--- config.mk ---
export PLATFORM = sky130hd
export DESIGN_NAME = scl_latches
export DESIGN_NICKNAME = d
export VERILOG_FILES = /design/src/scl_sync.v /design/src/scl_shift.v /design/src/scl_latches.v
export VERILOG_INCLUDE_DIRS = /design/src
export SDC_FILE = /design/constraint.sdc
export NUM_CORES = 1
export LEC_CHECK = 0
export BUFFER_PORTS_ARGS = -buffer_cell sky130_fd_sc_hd__buf_2
export CAP_MARGIN = 20
export CELL_PAD_IN_SITES_DETAIL_PLACEMENT = 0
export CELL_PAD_IN_SITES_GLOBAL_PLACEMENT = 1
export CORE_ASPECT_RATIO = 1.5
export CORE_MARGIN = 4
export CORE_UTILIZATION = 52
export CTS_BUF_LIST = sky130_fd_sc_hd__clkbuf_16
export CTS_CLUSTER_DIAMETER = 60
export DETAILED_ROUTE_END_ITERATION = 6
export PLACE_DENSITY_LB_ADDON = 0.1
export SLEW_MARGIN = 20
export SYNTH_ARGS = -nofsm -noshare
export SYNTH_HDL_FRONTEND = slang
export SYNTH_SLANG_ARGS = --single-unit
--- constraint.sdc ---
create_clock -name ref_clk_i -period 5.6 [get_ports ref_clk_i]
set_clock_uncertainty 0.1 [all_clocks]
set_input_delay 0.56 -clock ref_clk_i [delete_from_list [all_inputs] [get_ports ref_clk_i]]
set_output_delay 0.56 -clock ref_clk_i [all_outputs]
set_load 0.03 [all_outputs]
--- src/scl_defines.vh ---
`ifndef SCL_DEFINES_VH
`define SCL_DEFINES_VH
`define SCL_WORD_BITS 24
`define SCL_ADDR_CTRL 2'b00
`define SCL_ADDR_REF 2'b01
`define SCL_ADDR_DIV 2'b10
`define SCL_ADDR_TEST 2'b11
`define SCL_C_PRESC_HI 23
`define SCL_C_PRESC_LO 22
`define SCL_C_PD_SYNC 21
`define SCL_C_PD_EN 20
`define SCL_C_CUR2_HI 19
`define SCL_C_CUR2_LO 17
`define SCL_C_CUR1_HI 16
`define SCL_C_CUR1_LO 14
`define SCL_C_PWR_HI 13
`define SCL_C_PWR_LO 12
`define SCL_C_MUTE 11
`define SCL_C_GAIN 10
`define SCL_C_TRI 9
`define SCL_C_POL 8
`define SCL_C_MUX_HI 7
`define SCL_C_MUX_LO 5
`define SCL_C_CLR 4
`define SCL_C_CORE_HI 3
`define SCL_C_CORE_LO 2
`define SCL_N_SRC_HALF 23
`define SCL_N_HALVE 22
`define SCL_N_GAIN 21
`define SCL_N_B_HI 20
`define SCL_N_B_LO 8
`define SCL_N_A_HI 6
`define SCL_N_A_LO 2
`define SCL_R_BAND_HI 21
`define SCL_R_BAND_LO 20
`define SCL_R_TEST 19
`define SCL_R_LOCK_CNT 18
`define SCL_R_ABL_HI 17
`define SCL_R_ABL_LO 16
`define SCL_R_REF_HI 15
`define SCL_R_REF_LO 2
`define SCL_LOCK_SHORT 3'd3
`define SCL_LOCK_LONG 3'd5
`define SCL_PD_SYNC_EDGES 2'd2
`endif

--- src/scl_sync.v ---
`timescale 1ns/10ps
// Two-flop synchroniser, one per bit
module scl_sync #(
   parameter W = 1
) (
   input wire ref_clk_i, // Block clock
   input wire resetn_i, // Async reset, low
   input wire [W-1:0] d_i, // Asynchronous inputs
   output wire [W-1:0] q_o // Synchronised outputs
);
   genvar g;
   generate
      for (g = 0; g < W; g = g + 1)
      begin : g_bit
         reg meta;
         reg stable;
         always @(posedge ref_clk_i or negedge resetn_i)
         begin
            if (!resetn_i)
            begin
               meta <= 1'b0;
               stable <= 1'b0;
            end
            else
            begin
               meta <= d_i[g];
               stable <= meta;
            end
         end
         assign q_o[g] = stable;
      end
   endgenerate
endmodule // scl_sync

--- src/scl_shift.v ---
`timescale 1ns/10ps
`include "scl_defines.vh"
// Serial shift register fed by synchronised pins
module scl_shift (
   input wire ref_clk_i, // Block clock
   input wire resetn_i, // Async reset, low
   input wire sclk_i, // Synchronised serial clock
   input wire sdata_i, // Synchronised serial data
   input wire strobe_i, // Synchronised latch strobe
   output reg [`SCL_WORD_BITS-1:0] word_o, // Shifted word
   output reg load_o // One-cycle pulse on strobe rise
);
   reg sclk_d;
   reg strobe_d;
   reg [`SCL_WORD_BITS-1:0] shreg;
   always @(posedge ref_clk_i or negedge resetn_i)
   begin
      if (!resetn_i)
      begin
         sclk_d <= 1'b0;
         strobe_d <= 1'b0;
         shreg <= 24'h00_0000;
         word_o <= 24'h00_0000;
         load_o <= 1'b0;
      end
      else
      begin
         sclk_d <= sclk_i;
         strobe_d <= strobe_i;
         load_o <= 1'b0;
         // shift on rise
         if (sclk_i && !sclk_d)
            shreg <= {shreg[`SCL_WORD_BITS-2:0], sdata_i};
         // transfer on strobe
         if (strobe_i && !strobe_d)
         begin
            word_o <= shreg;
            load_o <= 1'b1;
         end
      end
   end
endmodule // scl_shift

--- src/scl_latches.v ---
`timescale 1ns/10ps
`include "scl_defines.vh"
// Behaviour
// Two three-bit pump current settings stored
// Two-bit output power field stored
// Mute outputs until lock when enabled
// Gain bit picks current two or one
// Three-state bit floats charge pump
// Polarity bit: one positive, zero inverted
// Three-bit field selects monitor pin source
// Clear bit holds all counters reset; band_div_cnt is not cleared by it, only by power-down
// Address one-zero loads divider latch
// Five-bit A swallow counter, 0 to 31
// Thirteen-bit B counter, host 3..8191
// Division equals prescaler times B plus A
// Single gain copy, latest writer wins
// Halve bit enables output divide-by-two
// Source bit feeds prescaler from halved output
// Address zero-one loads reference latch
// Fourteen-bit reference divider, host 1..16383
// Two-bit antibacklash width field
// Lock after three or five good cycles
// Test gate zero ignores test latch
// Band clock from reference, optional divider
// Host writes spare bits as zero
// Address zero-zero loads control latch
// Shift 24 bits, strobe transfers word
// Async, sync and pin power-down
// Power-down resets counters, pump, lock
module scl_latches (
   input wire ref_clk_i, // Block clock, 200 MHz
   input wire resetn_i, // Async reset, low
   input wire sclk_pin_i, // Serial clock pin
   input wire sdata_pin_i, // Serial data pin
   input wire strobe_pin_i, // Latch strobe pin
   input wire chip_power_gate_i, // Chip power pin, low disables
   input wire ref_out_i, // Reference counter output
   input wire phase_ok_i, // Phase error under 15 ns this cycle
   output reg [2:0] pump_current_one_o, // Current setting one
   output reg [2:0] pump_current_two_o, // Current setting two
   output reg [2:0] pump_current_o, // Active pump current
   output reg pump_gain_select_o, // Stored gain bit
   output reg pump_three_state_o, // Pump high impedance
   output reg phase_polarity_o, // 1 positive polarity
   output reg [2:0] mux_pin_select_o, // Monitor pin source
   output reg [1:0] out_power_sel_o, // Output power level
   output reg [1:0] vco_core_current_o, // Core power level
   output reg [1:0] prescaler_sel_o, // Prescaler modulus code
   output reg rf_enable_o, // RF outputs on
   output reg counter_reset_o, // Counters held in load state
   output reg [4:0] a_count_o, // A swallow value
   output reg [12:0] b_count_o, // B value
   output reg [18:0] feedback_ratio_o, // P times B plus A
   output reg output_halve_o, // Output divide-by-two
   output reg prescaler_src_halved_o, // Prescaler from halved path
   output reg [13:0] ref_ratio_o, // Reference divide ratio
   output reg [1:0] antibacklash_width_o, // Antibacklash width
   output reg lock_count_select_o, // 1 five cycles, 0 three
   output reg [1:0] band_clock_div_o, // Band clock divider code
   output reg band_clock_o, // Band-select logic clock
   output reg locked_o, // Digital lock detect
   output reg monitor_output_pin_o, // Monitor multiplexer output
   output reg power_down_o // Device powered down
);
   wire [2:0] pins_s;
   wire sclk_s;
   wire sdata_s;
   wire strobe_s;
   wire ce_s;
   wire refo_s;
   wire [`SCL_WORD_BITS-1:0] word;
   wire load;
   wire [1:0] addr;
   reg [23:0] ctrl;
   reg [23:0] ndiv;
   reg [23:0] rdiv;
   reg [23:0] test_latch;
   reg gain;
   reg refo_d;
   reg sync_armed;
   reg [1:0] sync_edges;
   reg pd_soft;
   reg [2:0] good_cnt;
   reg [2:0] band_div_cnt;
   reg band_clk;
   reg [5:0] pmod;
   wire ref_rise;
   wire pd_now;
   wire [2:0] lock_need;
   wire [2:0] band_top;
   scl_sync #(.W(3)) u_pins (
      .ref_clk_i(ref_clk_i),
      .resetn_i(resetn_i),
      .d_i({sclk_pin_i, sdata_pin_i, strobe_pin_i}),
      .q_o(pins_s)
   );
   scl_sync #(.W(2)) u_misc (
      .ref_clk_i(ref_clk_i),
      .resetn_i(resetn_i),
      .d_i({chip_power_gate_i, ref_out_i}),
      .q_o({ce_s, refo_s})
   );
   assign sclk_s = pins_s[2];
   assign sdata_s = pins_s[1];
   assign strobe_s = pins_s[0];
   scl_shift u_shift (
      .ref_clk_i(ref_clk_i),
      .resetn_i(resetn_i),
      .sclk_i(sclk_s),
      .sdata_i(sdata_s),
      .strobe_i(strobe_s),
      .word_o(word),
      .load_o(load)
   );
   assign addr = word[1:0];
   assign ref_rise = refo_s && !refo_d;
   // pin or soft power-down
   assign pd_now = !ce_s || pd_soft;
   // required good cycles
   assign lock_need = rdiv[`SCL_R_LOCK_CNT] ? `SCL_LOCK_LONG : `SCL_LOCK_SHORT;
   // divider code to period
   assign band_top = {1'b0, rdiv[`SCL_R_BAND_HI:`SCL_R_BAND_LO]};
   // Latch transfer; serial path stays live in power-down
   always @(posedge ref_clk_i or negedge resetn_i)
   begin
      if (!resetn_i)
      begin
         ctrl <= 24'h00_0000;
         ndiv <= 24'h00_0000;
         rdiv <= 24'h00_0000;
         test_latch <= 24'h00_0000;
         gain <= 1'b0;
      end
      else if (load)
      begin
         case (addr)
            // control latch
            `SCL_ADDR_CTRL:
            begin
               ctrl <= word;
               // latest writer
               gain <= word[`SCL_C_GAIN];
            end
            // divider latch
            `SCL_ADDR_DIV:
            begin
               ndiv <= word;
               // latest writer
               gain <= word[`SCL_N_GAIN];
            end
            // reference latch
            `SCL_ADDR_REF:
               rdiv <= word;
            default:
               test_latch <= word;
         endcase
      end
   end
   // Power-down sequencing
   always @(posedge ref_clk_i or negedge resetn_i)
   begin
      if (!resetn_i)
      begin
         refo_d <= 1'b0;
         sync_armed <= 1'b0;
         sync_edges <= 2'd0;
         pd_soft <= 1'b0;
      end
      else
      begin
         refo_d <= refo_s;
         if (load && addr == `SCL_ADDR_CTRL)
         begin
            // async or armed sync
            if (!word[`SCL_C_PD_EN])
            begin
               pd_soft <= 1'b0;
               sync_armed <= 1'b0;
            end
            else if (!word[`SCL_C_PD_SYNC])
            begin
               pd_soft <= 1'b1;
               sync_armed <= 1'b0;
            end
            else
            begin
               sync_armed <= 1'b1;
               sync_edges <= 2'd0;
            end
         end
         else if (sync_armed && ref_rise)
         begin
            // second reference rise
            if (sync_edges == `SCL_PD_SYNC_EDGES - 2'd1)
            begin
               pd_soft <= 1'b1;
               sync_armed <= 1'b0;
            end
            sync_edges <= sync_edges + 2'd1;
         end
      end
   end
   // Lock detect and band-select clock
   always @(posedge ref_clk_i or negedge resetn_i)
   begin
      if (!resetn_i)
      begin
         good_cnt <= 3'd0;
         band_div_cnt <= 3'd0;
         band_clk <= 1'b0;
      end
      else
      begin
         // lock detect reset
         if (pd_now || ctrl[`SCL_C_CLR])
            good_cnt <= 3'd0;
         // consecutive good cycles
         else if (ref_rise)
         begin
            if (!phase_ok_i)
               good_cnt <= 3'd0;
            else if (good_cnt < lock_need)
               good_cnt <= good_cnt + 3'd1;
         end
         // optional band divider
         if (pd_now)
         begin
            band_div_cnt <= 3'd0;
            band_clk <= 1'b0;
         end
         else if (band_top == 3'd0)
            band_clk <= refo_s;
         else if (ref_rise)
         begin
            if (band_div_cnt >= band_top)
            begin
               band_div_cnt <= 3'd0;
               band_clk <= !band_clk;
            end
            else
               band_div_cnt <= band_div_cnt + 3'd1;
         end
      end
   end
   // Prescaler modulus from the two prescaler bits
   always @*
   begin
      case (ctrl[`SCL_C_PRESC_HI:`SCL_C_PRESC_LO])
         2'b00: pmod = 6'd8;
         2'b01: pmod = 6'd16;
         default: pmod = 6'd32;
      endcase
   end
   always @(posedge ref_clk_i or negedge resetn_i)
   begin
      if (!resetn_i)
      begin
         pump_current_one_o <= 3'd0;
         pump_current_two_o <= 3'd0;
         pump_current_o <= 3'd0;
         pump_gain_select_o <= 1'b0;
         pump_three_state_o <= 1'b1;
         phase_polarity_o <= 1'b0;
         mux_pin_select_o <= 3'd0;
         out_power_sel_o <= 2'd0;
         vco_core_current_o <= 2'd0;
         prescaler_sel_o <= 2'd0;
         rf_enable_o <= 1'b0;
         counter_reset_o <= 1'b1;
         a_count_o <= 5'd0;
         b_count_o <= 13'd0;
         feedback_ratio_o <= 19'd0;
         output_halve_o <= 1'b0;
         prescaler_src_halved_o <= 1'b0;
         ref_ratio_o <= 14'd0;
         antibacklash_width_o <= 2'd0;
         lock_count_select_o <= 1'b0;
         band_clock_div_o <= 2'd0;
         band_clock_o <= 1'b0;
         locked_o <= 1'b0;
         monitor_output_pin_o <= 1'b0;
         power_down_o <= 1'b1;
      end
      else
      begin
         // two current settings
         pump_current_one_o <= ctrl[`SCL_C_CUR1_HI:`SCL_C_CUR1_LO];
         pump_current_two_o <= ctrl[`SCL_C_CUR2_HI:`SCL_C_CUR2_LO];
         // gain selects setting
         pump_current_o <= gain ?
            ctrl[`SCL_C_CUR2_HI:`SCL_C_CUR2_LO] :
            ctrl[`SCL_C_CUR1_HI:`SCL_C_CUR1_LO];
         pump_gain_select_o <= gain;
         // three-state, forced in power-down
         pump_three_state_o <= ctrl[`SCL_C_TRI] || pd_now;
         // polarity
         phase_polarity_o <= ctrl[`SCL_C_POL];
         // monitor source
         mux_pin_select_o <= ctrl[`SCL_C_MUX_HI:`SCL_C_MUX_LO];
         // output power
         out_power_sel_o <= ctrl[`SCL_C_PWR_HI:`SCL_C_PWR_LO];
         vco_core_current_o <= ctrl[`SCL_C_CORE_HI:`SCL_C_CORE_LO];
         prescaler_sel_o <= ctrl[`SCL_C_PRESC_HI:`SCL_C_PRESC_LO];
         // mute until lock
         rf_enable_o <= !pd_now &&
            (!ctrl[`SCL_C_MUTE] || good_cnt >= lock_need);
         // counter clear; R26 - load state
         counter_reset_o <= ctrl[`SCL_C_CLR] || pd_now;
         // A value
         a_count_o <= ndiv[`SCL_N_A_HI:`SCL_N_A_LO];
         // B value
         b_count_o <= ndiv[`SCL_N_B_HI:`SCL_N_B_LO];
         // P times B plus A
         feedback_ratio_o <= pmod * ndiv[`SCL_N_B_HI:`SCL_N_B_LO] +
            {14'd0, ndiv[`SCL_N_A_HI:`SCL_N_A_LO]};
         // output halving
         output_halve_o <= ndiv[`SCL_N_HALVE];
         // prescaler source
         prescaler_src_halved_o <= ndiv[`SCL_N_SRC_HALF];
         // reference ratio
         ref_ratio_o <= rdiv[`SCL_R_REF_HI:`SCL_R_REF_LO];
         // antibacklash width
         antibacklash_width_o <= rdiv[`SCL_R_ABL_HI:`SCL_R_ABL_LO];
         lock_count_select_o <= rdiv[`SCL_R_LOCK_CNT];
         band_clock_div_o <= rdiv[`SCL_R_BAND_HI:`SCL_R_BAND_LO];
         band_clock_o <= band_clk;
         locked_o <= good_cnt >= lock_need;
         // test latch only with gate set
         case (mux_pin_select_o)
            3'd1: monitor_output_pin_o <= good_cnt >= lock_need;
            3'd2: monitor_output_pin_o <= refo_s;
            3'd3: monitor_output_pin_o <= band_clk;
            3'd7: monitor_output_pin_o <= rdiv[`SCL_R_TEST] &&
                                          test_latch[2];
            default: monitor_output_pin_o <= 1'b0;
         endcase
         power_down_o <= pd_now;
      end
   end
endmodule // scl_latches

==> results.yml, run 1 <==
sta:
  fin_crit_sh: 0.790
  tightest_slew_ns: 1.06
  finalHoldViolCount: 0
  period_minus_slack_ns: 4.42
  final_max_slew_viol_count: 0
  layout_setup_ws_ns: 1.18
  setup_viol: 0
  fmax_mhz: 226
  maxSlewHeadroom: 0.291
  rsz0062_at_grt: "no"
  setup_tns_ns: 0
cells_and_area:
  final_common_cell: "dfrtp_1"
  syn_to_final_growth_pct: 15.4
  nFillCells: 1306
  nets: 833
  antenna_cells: 0
  layout_common_cells: "dfrtp_1 (213), mux2_2 (92), buf_2 (91)"
  drive_above_1_share: 0.302
detailed_routing:
  drt_pass1_iterations: 4
  drtIter0Drc: 315
  wl_mm: 16.4
  num_vias: 5132
  drc: 0
  vias_per_cell: 5.24
  ant_nets: 0
  wire_per_inst_um: 16.7
floorplan:
  die_h_um: 168
  die_w_um: 115
  io_pins: 93
  dieArea_sq_um: 19300
  start_util: 0.530
  fp.coreArea_sq_um: 16800
  num_rows: 58
placed_design:
  io_buffers: 92
  routabilityCongestion: 0.773
  dpl.hpwl_mm: 11.5
  dp_slack_ns: 1.19
worst_setup_path:
  worst-path-max-fanout: 17
  critPathLaunchType: "flip-flop"
  crit_type: "reg -> reg"
  r2r_setup_slack_ns: 1.18
  worst_path_dominant_cell_family: "adder cells"
  end_kind: "flip-flop"
  required_ns: 5.85
  cp_slowest_cell: "nor2b_1"
  crit_chain: "nor2b_1 -> and2_1 -> fa_1 -> ha_1 -> ha_1 -> ha_1 -> ha_1 -> a21oi_1 -> o211ai_1 -> and2_1 -> o311ai_1 -> o211ai_1"
  crit_start: "ctrl[23]"
  crit_buf_inv: 0
  rr_startpoint: "ctrl[23]"
  cp_common_cell: "ha_1"
  max_stage_delay_ns: 0.64
  crit_arrival_ns: 4.67
global_route:
  grt_pass1_wl_mm: 28.5
  met2_usage: 0.328
  grt_start_max_net_pins: 111
  grt_pass1_vias: 5600
  grt_antenna_before_repair: 0
  grt_use_met3: 0.0270
  grt_use_met1: 0.230
  grt_usage: 0.184
  top_usage_layer: "met2"
  overflow: 0
cts:
  ctsLongestPathBuffers: 3
  cts_tree: "yes"
  clock_latency_ns: 0.49
  cts_resized: 0
  htree_num_levels: 1
  cts-root-buf: "clkbuf_16"
  post_cts_buffers: 0
  clk_pin_slew_ns: 0.07
  cts_hold_buffers: 0
  cts_buffers: 21
  cts_sinks: 216
status:
  status: "complete, no violations"
yosys:
  synthTopCellsByArea: "dfrtp_1 (60%), mux2_2 (12%), ha_1 (8.0%)"
  yosysTopAreaCell: "dfrtp_1"
  yosysTopAreaCellShare: 0.600
  syn_area_sq_um: 8880
  yosysWarnings: 0
  synth_seq_area_share: 0.609
  synth_ff_type: "dfrtp_1"
  synth_cell_type_count: 51
  synth_nets: 735
  synth_edf_count: 0
  async_flop_share: 1.00
  synth_area_per_cell_sq_um: 13.5
  ys_ff_latch: 216
  syn_inst: 657
power:
  leakage_nw: 5.55
  irDropWorstVdd_mv: 0.304
  powerDensity_nw_per_um2: 423
worst_hold_path:
  hold_path_class: "in -> async"
flow_run:
  cap_violations: 0
## power breakdown
group | internal, mW | switching [mW]
combinational | 0.311 | 0.497
sequential | 1.90 | 0.221
clock | 0.826 | 0.580
## synth_stat cells, types with 4 or more instances
cell type  number
mux2_2         92
o21ai_0        11
nand2b_1        5
and2_1         25
buf_2          11
nor2b_1         7
nand3_1         7
xor2_1          4
a21oi_1        19
xnor2_1         7
nor2_1         13
dfrtp_1       213
nand2_1        83
clkbuf_1        8
inv_1          26
ha_1           57
fa_1           13
nor3_1          6
a21o_1          4
## state kept, by name, indices dropped and copies added, names as in the netlist, 13 cells and up
name              cells
u_shift.shreg        24
u_shift.word_o       24
ndiv                 20
rdiv                 20
ctrl                 19
feedback_ratio_o     19
ref_ratio_o          14
b_count_o            13
## worst reg2reg max path: stages (launching register included)
cell and delay (ns):
dfrtp_1 0.53, nor2b_1 0.64, and2_1 0.25, fa_1 0.42, ha_1 0.31, ha_1 0.30, ha_1 0.30, ha_1 0.34
a21oi_1 0.27, o211ai_1 0.20, and2_1 0.21, o311ai_1 0.29, o211ai_1 0.12
## cells by family after synthesis
family          synth area share
buf+inv                   0.0239
compound gates            0.0410
mux                        0.120
fa+ha+maj                  0.110
xor+xnor                  0.0108
simple gates              0.0855
flops                      0.609
## final timing paths
kind / end / cells after the start
min in group ref_clk_i: u_pins.g_bit[0].meta / 1
hold reg to reg: u_pins.g_bit[2].stable / 0
setup reg to reg: feedback_ratio_o[18] / 12
setup / recovery: feedback_ratio_o[18] / 12
hold / removal: feedback_ratio_o[5] / 1
max in group asynchronous: pump_gain_select_o / 2
## per-stage QoR
step	cells	hold slack [ns]	power (mW)	area (sq um)	util
2_1_floorplan	657	0.164	2.68	8880	-
3_3_place_gp	941	0.233	2.96	9550	0.570
3_5_place_dp	941	0.236	2.98	9550	0.570
4_1_cts	978	0.0531	4.41	10200	0.611
5_1_grt	979	0.0565	4.58	10200	0.611
6_report	979	0.0555	4.34	10200	0.611
## area by class of cell
| type | count | area, sq um | share of cell area |
|---|---|---|---|
| timing repair buffer | 98 | 531 | 0.0518 |
| clock inverter | 16 | 159 | 0.0155 |
| sequential | 216 | 5410 | 0.528 |
| multi-input combinational | 391 | 3260 | 0.318 |
| inverter | 27 | 101 | 0.00989 |
| clock buffer | 21 | 526 | 0.0513 |
| tap | 210 | 263 | 0.0256 |
## routing by layer
layer	part of all wire	vias up
met4	0.025	0
met2	0.54	87
met5	0	-
met1	0.39	2595
li1	-	2420
met3	0.041	30
Power figures use the tool's default switching activity.
==> inputs of run 2 (changes only) <==
ABC_AREA = 1   (was not set)
CORE_UTILIZATION = 42   (was 52)
clock period = 3.65 ns   (was 5.6 ns; I/O delays follow)
==> run 2 against run 1 <==
Net effect:
- maximum frequency rose by 26%
- power rose by 45%
- sequential share of layout area decreased by 1.7 points
- first-iteration DRC count is 6.7% lower
- utilization fell by 11 points
- synthesized area grew 1.5%
- non-clock buffer count grew 16
- global-route usage fell by 2.0 points
- critical path type unchanged
- critical endpoint unchanged
- highest routed layer unchanged
==> results.yml, run 2 <==
status:
  status: "complete, no violations"
worst_setup_path:
  cp_slowest_cell: "fa_1"
  worst_path_dominant_cell_family: "adder cells"
  end_kind: "flip-flop"
  max_stage_delay_ns: 0.51
  r2r-end: "feedback_ratio_o[18]"
  crit_arrival_ns: 3.80
  rr_startpoint: "ctrl[23]"
  required_ns: 3.93
  reg2reg_depth: 15
  critPathLaunchType: "flip-flop"
  cp_common_cell: "nand2_1"
  crit_buf_inv: 2
  worst-path-max-fanout: 5
  crit_chain: "nor2_2 -> buf_4 -> nand2_1 -> fa_1 -> inv_1 -> ha_1 -> ha_1 -> ha_1 -> ha_4 -> nand2_1 -> nor2_2 -> and2_1 -> nand2_1 -> nand4_1 -> nand2_1"
  r2r_setup_slack_ns: 0.14
  crit_type: "reg -> reg"
detailed_routing:
  drtIter0Drc: 294
  ant_nets: 0
  drc: 0
  wire_per_inst_um: 15.0
  num_vias: 6065
  wl_mm: 19.2
  drt_pass1_iterations: 5
  vias_per_cell: 4.76
sta:
  final_max_slew_viol_count: 0
  finalHoldViolCount: 0
  fin_crit_sh: 0.963
  fin_hold_ws_ns: 0.165
  tightest_slew_ns: 0.868
  fmax_mhz: 285
  period_minus_slack_ns: 3.51
  maxSlewHeadroom: 0.421
  setup_viol: 0
placed_design:
  routabilityCongestion: 0.788
  placed_cells: 1229
  dpl.hpwl_mm: 13.9
  io_buffers: 92
yosys:
  async_flop_share: 1.00
  synth_seq_area_share: 0.600
  syn_inst: 882
  yosysTopAreaCell: "dfrtp_1"
  synth_cell_type_count: 39
  ys_ff_latch: 216
  yosysWarnings: 0
  syn_area_sq_um: 9020
  yosysTopAreaCellShare: 0.591
  synth_common_cells: "nand2_1 (237), dfrtp_1 (213), inv_1 (103)"
  synth_edf_count: 0
  synthTopCellsByArea: "dfrtp_1 (59%), nand2_1 (9.9%), ha_1 (7.9%)"
  synth_nets: 960
  synth_ff_type: "dfrtp_1"
  synth_area_per_cell_sq_um: 10.2
  yosys.cell_count.top_type: "nand2_1"
floorplan:
  die_w_um: 128
  die_h_um: 187
  num_rows: 65
  io_pins: 93
  start_util: 0.428
  fp.coreArea_sq_um: 21100
  dieArea_sq_um: 23900
global_route:
  grt_pass1_vias: 6219
  grt_usage: 0.164
  grt_pass1_wl_mm: 31.6
  grt_antenna_before_repair: 0
  overflow: 0
  grt_start_max_net_pins: 109
flow_run:
  cap_violations: 0
cells_and_area:
  stdcell_count: 1275
  nFillCells: 2034
  multi_input_area_sq_um: 3100
  drive_above_1_share: 0.168
  biggestRegsByFlops: "u_shift.shreg (24), u_shift.word_o (24)"
  syn_to_final_growth_pct: 17.6
  layout_common_cells: "nand2_1 (237), dfrtp_1 (213), inv_1 (105)"
  final_common_cell: "nand2_1"
  nets: 1070
  final_core_util: 0.503
  antenna_cells: 0
  ff_latch_area_sq_um: 5410
power:
  sw_frac_of_total: 0.309
  power_report.internal_total_mw: 4.35
  leakage_nw: 5.77
  powerDensity_nw_per_um2: 594
  pwr-share-seq: 0.479
  irDropWorstVdd_mv: 0.374
  pwr-share-comb: 0.183
  switching_power_mw: 1.95
  p_clk_frac: 0.338
cts:
  ctsLongestPathBuffers: 3
  htree_num_levels: 1
  cts_sinks: 216
  clk_pin_slew_ns: 0.06
  clock_latency_ns: 0.50
  cts_buffers: 22
  cts_tree: "yes"
  cts-root-buf: "clkbuf_16"
worst_hold_path:
  hold_path_startpoint: "phase_ok_i"
  hold_path_class: "in -> reg"
  whs_endpoint: "good_cnt[2]"
  hold_depth: 5
==> run 2: cell count changes after synthesis, moves of 5 or more <==
cell	change
nand4_1	+6
a21oi_1	-12
o21ai_0	+59
nand2b_1	-5
nor2b_1	-7
nand3_1	+32
nor2_1	+30
inv_1	+77
nand2_1	+154
mux2_2	-91
and2_1	-22
o21ai_1	+21
==> run 2: stage by stage <==
step | total power [mW] | worst slack, ns | cell area, sq um | TNS [ns]
after floorplan | 3.79 | 0.253 | 9020 | 0
after global placement | 4.21 | 0.0285 | 9800 | 0
after detailed placement | 4.23 | 0.0369 | 9800 | 0
after CTS | 6.41 | 0.0436 | 10500 | 0
after global routing | 6.66 | -0.0117 | 10600 | -0.0209
final | 6.30 | 0.136 | 10600 | 0
==> run 2: metal layers <==
layer,global-route usage,up-vias,routed length [um],part of all wire
li1,-,3017,-,-
met1,0.186,2924,7390,0.39
met2,0.312,96,10600,0.55
met3,0.0229,28,674,0.035
met4,0.0515,0,523,0.027
met5,0,-,0,0
==> run 2: worst reg2reg max path: cells and delay by family, from the launching register on <==
family,cells,cell delay [ns]
adders and majority gates,5,1.74
buffers and inverters,2,0.20
DFF,1,0.42
and+or+nand+nor,8,0.94
==> run 2: power by group through the flow <==
| stage | clock, mW | sequential, mW | combinational [mW] |
|---|---|---|---|
| 6_report | 2.13 | 3.02 | 1.15 |
| 5_1_grt | 2.32 | 3.07 | 1.28 |
| 4_1_cts | 2.21 | 3.02 | 1.17 |
| 3_5_place_dp | 0 | 3.07 | 1.16 |
| 3_3_place_gp | 0 | 3.06 | 1.15 |
| 2_1_floorplan | 0 | 3.30 | 0.485 |
==> run 2: timing repair <==
action | 4_1_cts | 5_1_grt
endpoints found under the hold margin | 106 | 0
setup endpoints to repair | 1 | 7
hold buffers | 6 | 0
setup buffers | 0 | 1
pin swaps | 0 | 1
gates cloned | 0 | 0
resized for setup | 1 | 7
==> run 2: how the worst max path moves through the flow <==
stage / cells past startpoint / end / slack, ns / start
floorplan: 15 / feedback_ratio_o[15] / 0.25 / ctrl[23]
global placement: 15 / feedback_ratio_o[18] / 0.03 / ctrl[23]
detailed placement: 15 / feedback_ratio_o[18] / 0.04 / ctrl[23]
CTS: 14 / feedback_ratio_o[18] / 0.04 / ctrl[23]
global route: 16 / feedback_ratio_o[18] / -0.01 / ctrl[22]
finish: 15 / feedback_ratio_o[18] / 0.14 / ctrl[23]
==> run 2: cell type report <==
class                   instances  area share
inverters                     108      0.0382
repair buffers                114      0.0626
clock inverters                16      0.0103
flip-flops and latches        216       0.510
multi-input cells             530       0.293
clock buffers                  23      0.0543
well taps                     268      0.0316
==> run 2: cell families (layout without fill, tap and decap cells) <==
kind of cell	count (synthesis)	count (layout)	synth area share
simple gates	340	340	0.155
flops	216	216	0.600
buf+inv	136	261	0.0619
compound gates	110	110	0.0649
fa+ha+maj	70	70	0.108
xor+xnor	9	9	0.00874
mux	1	1	0.00125
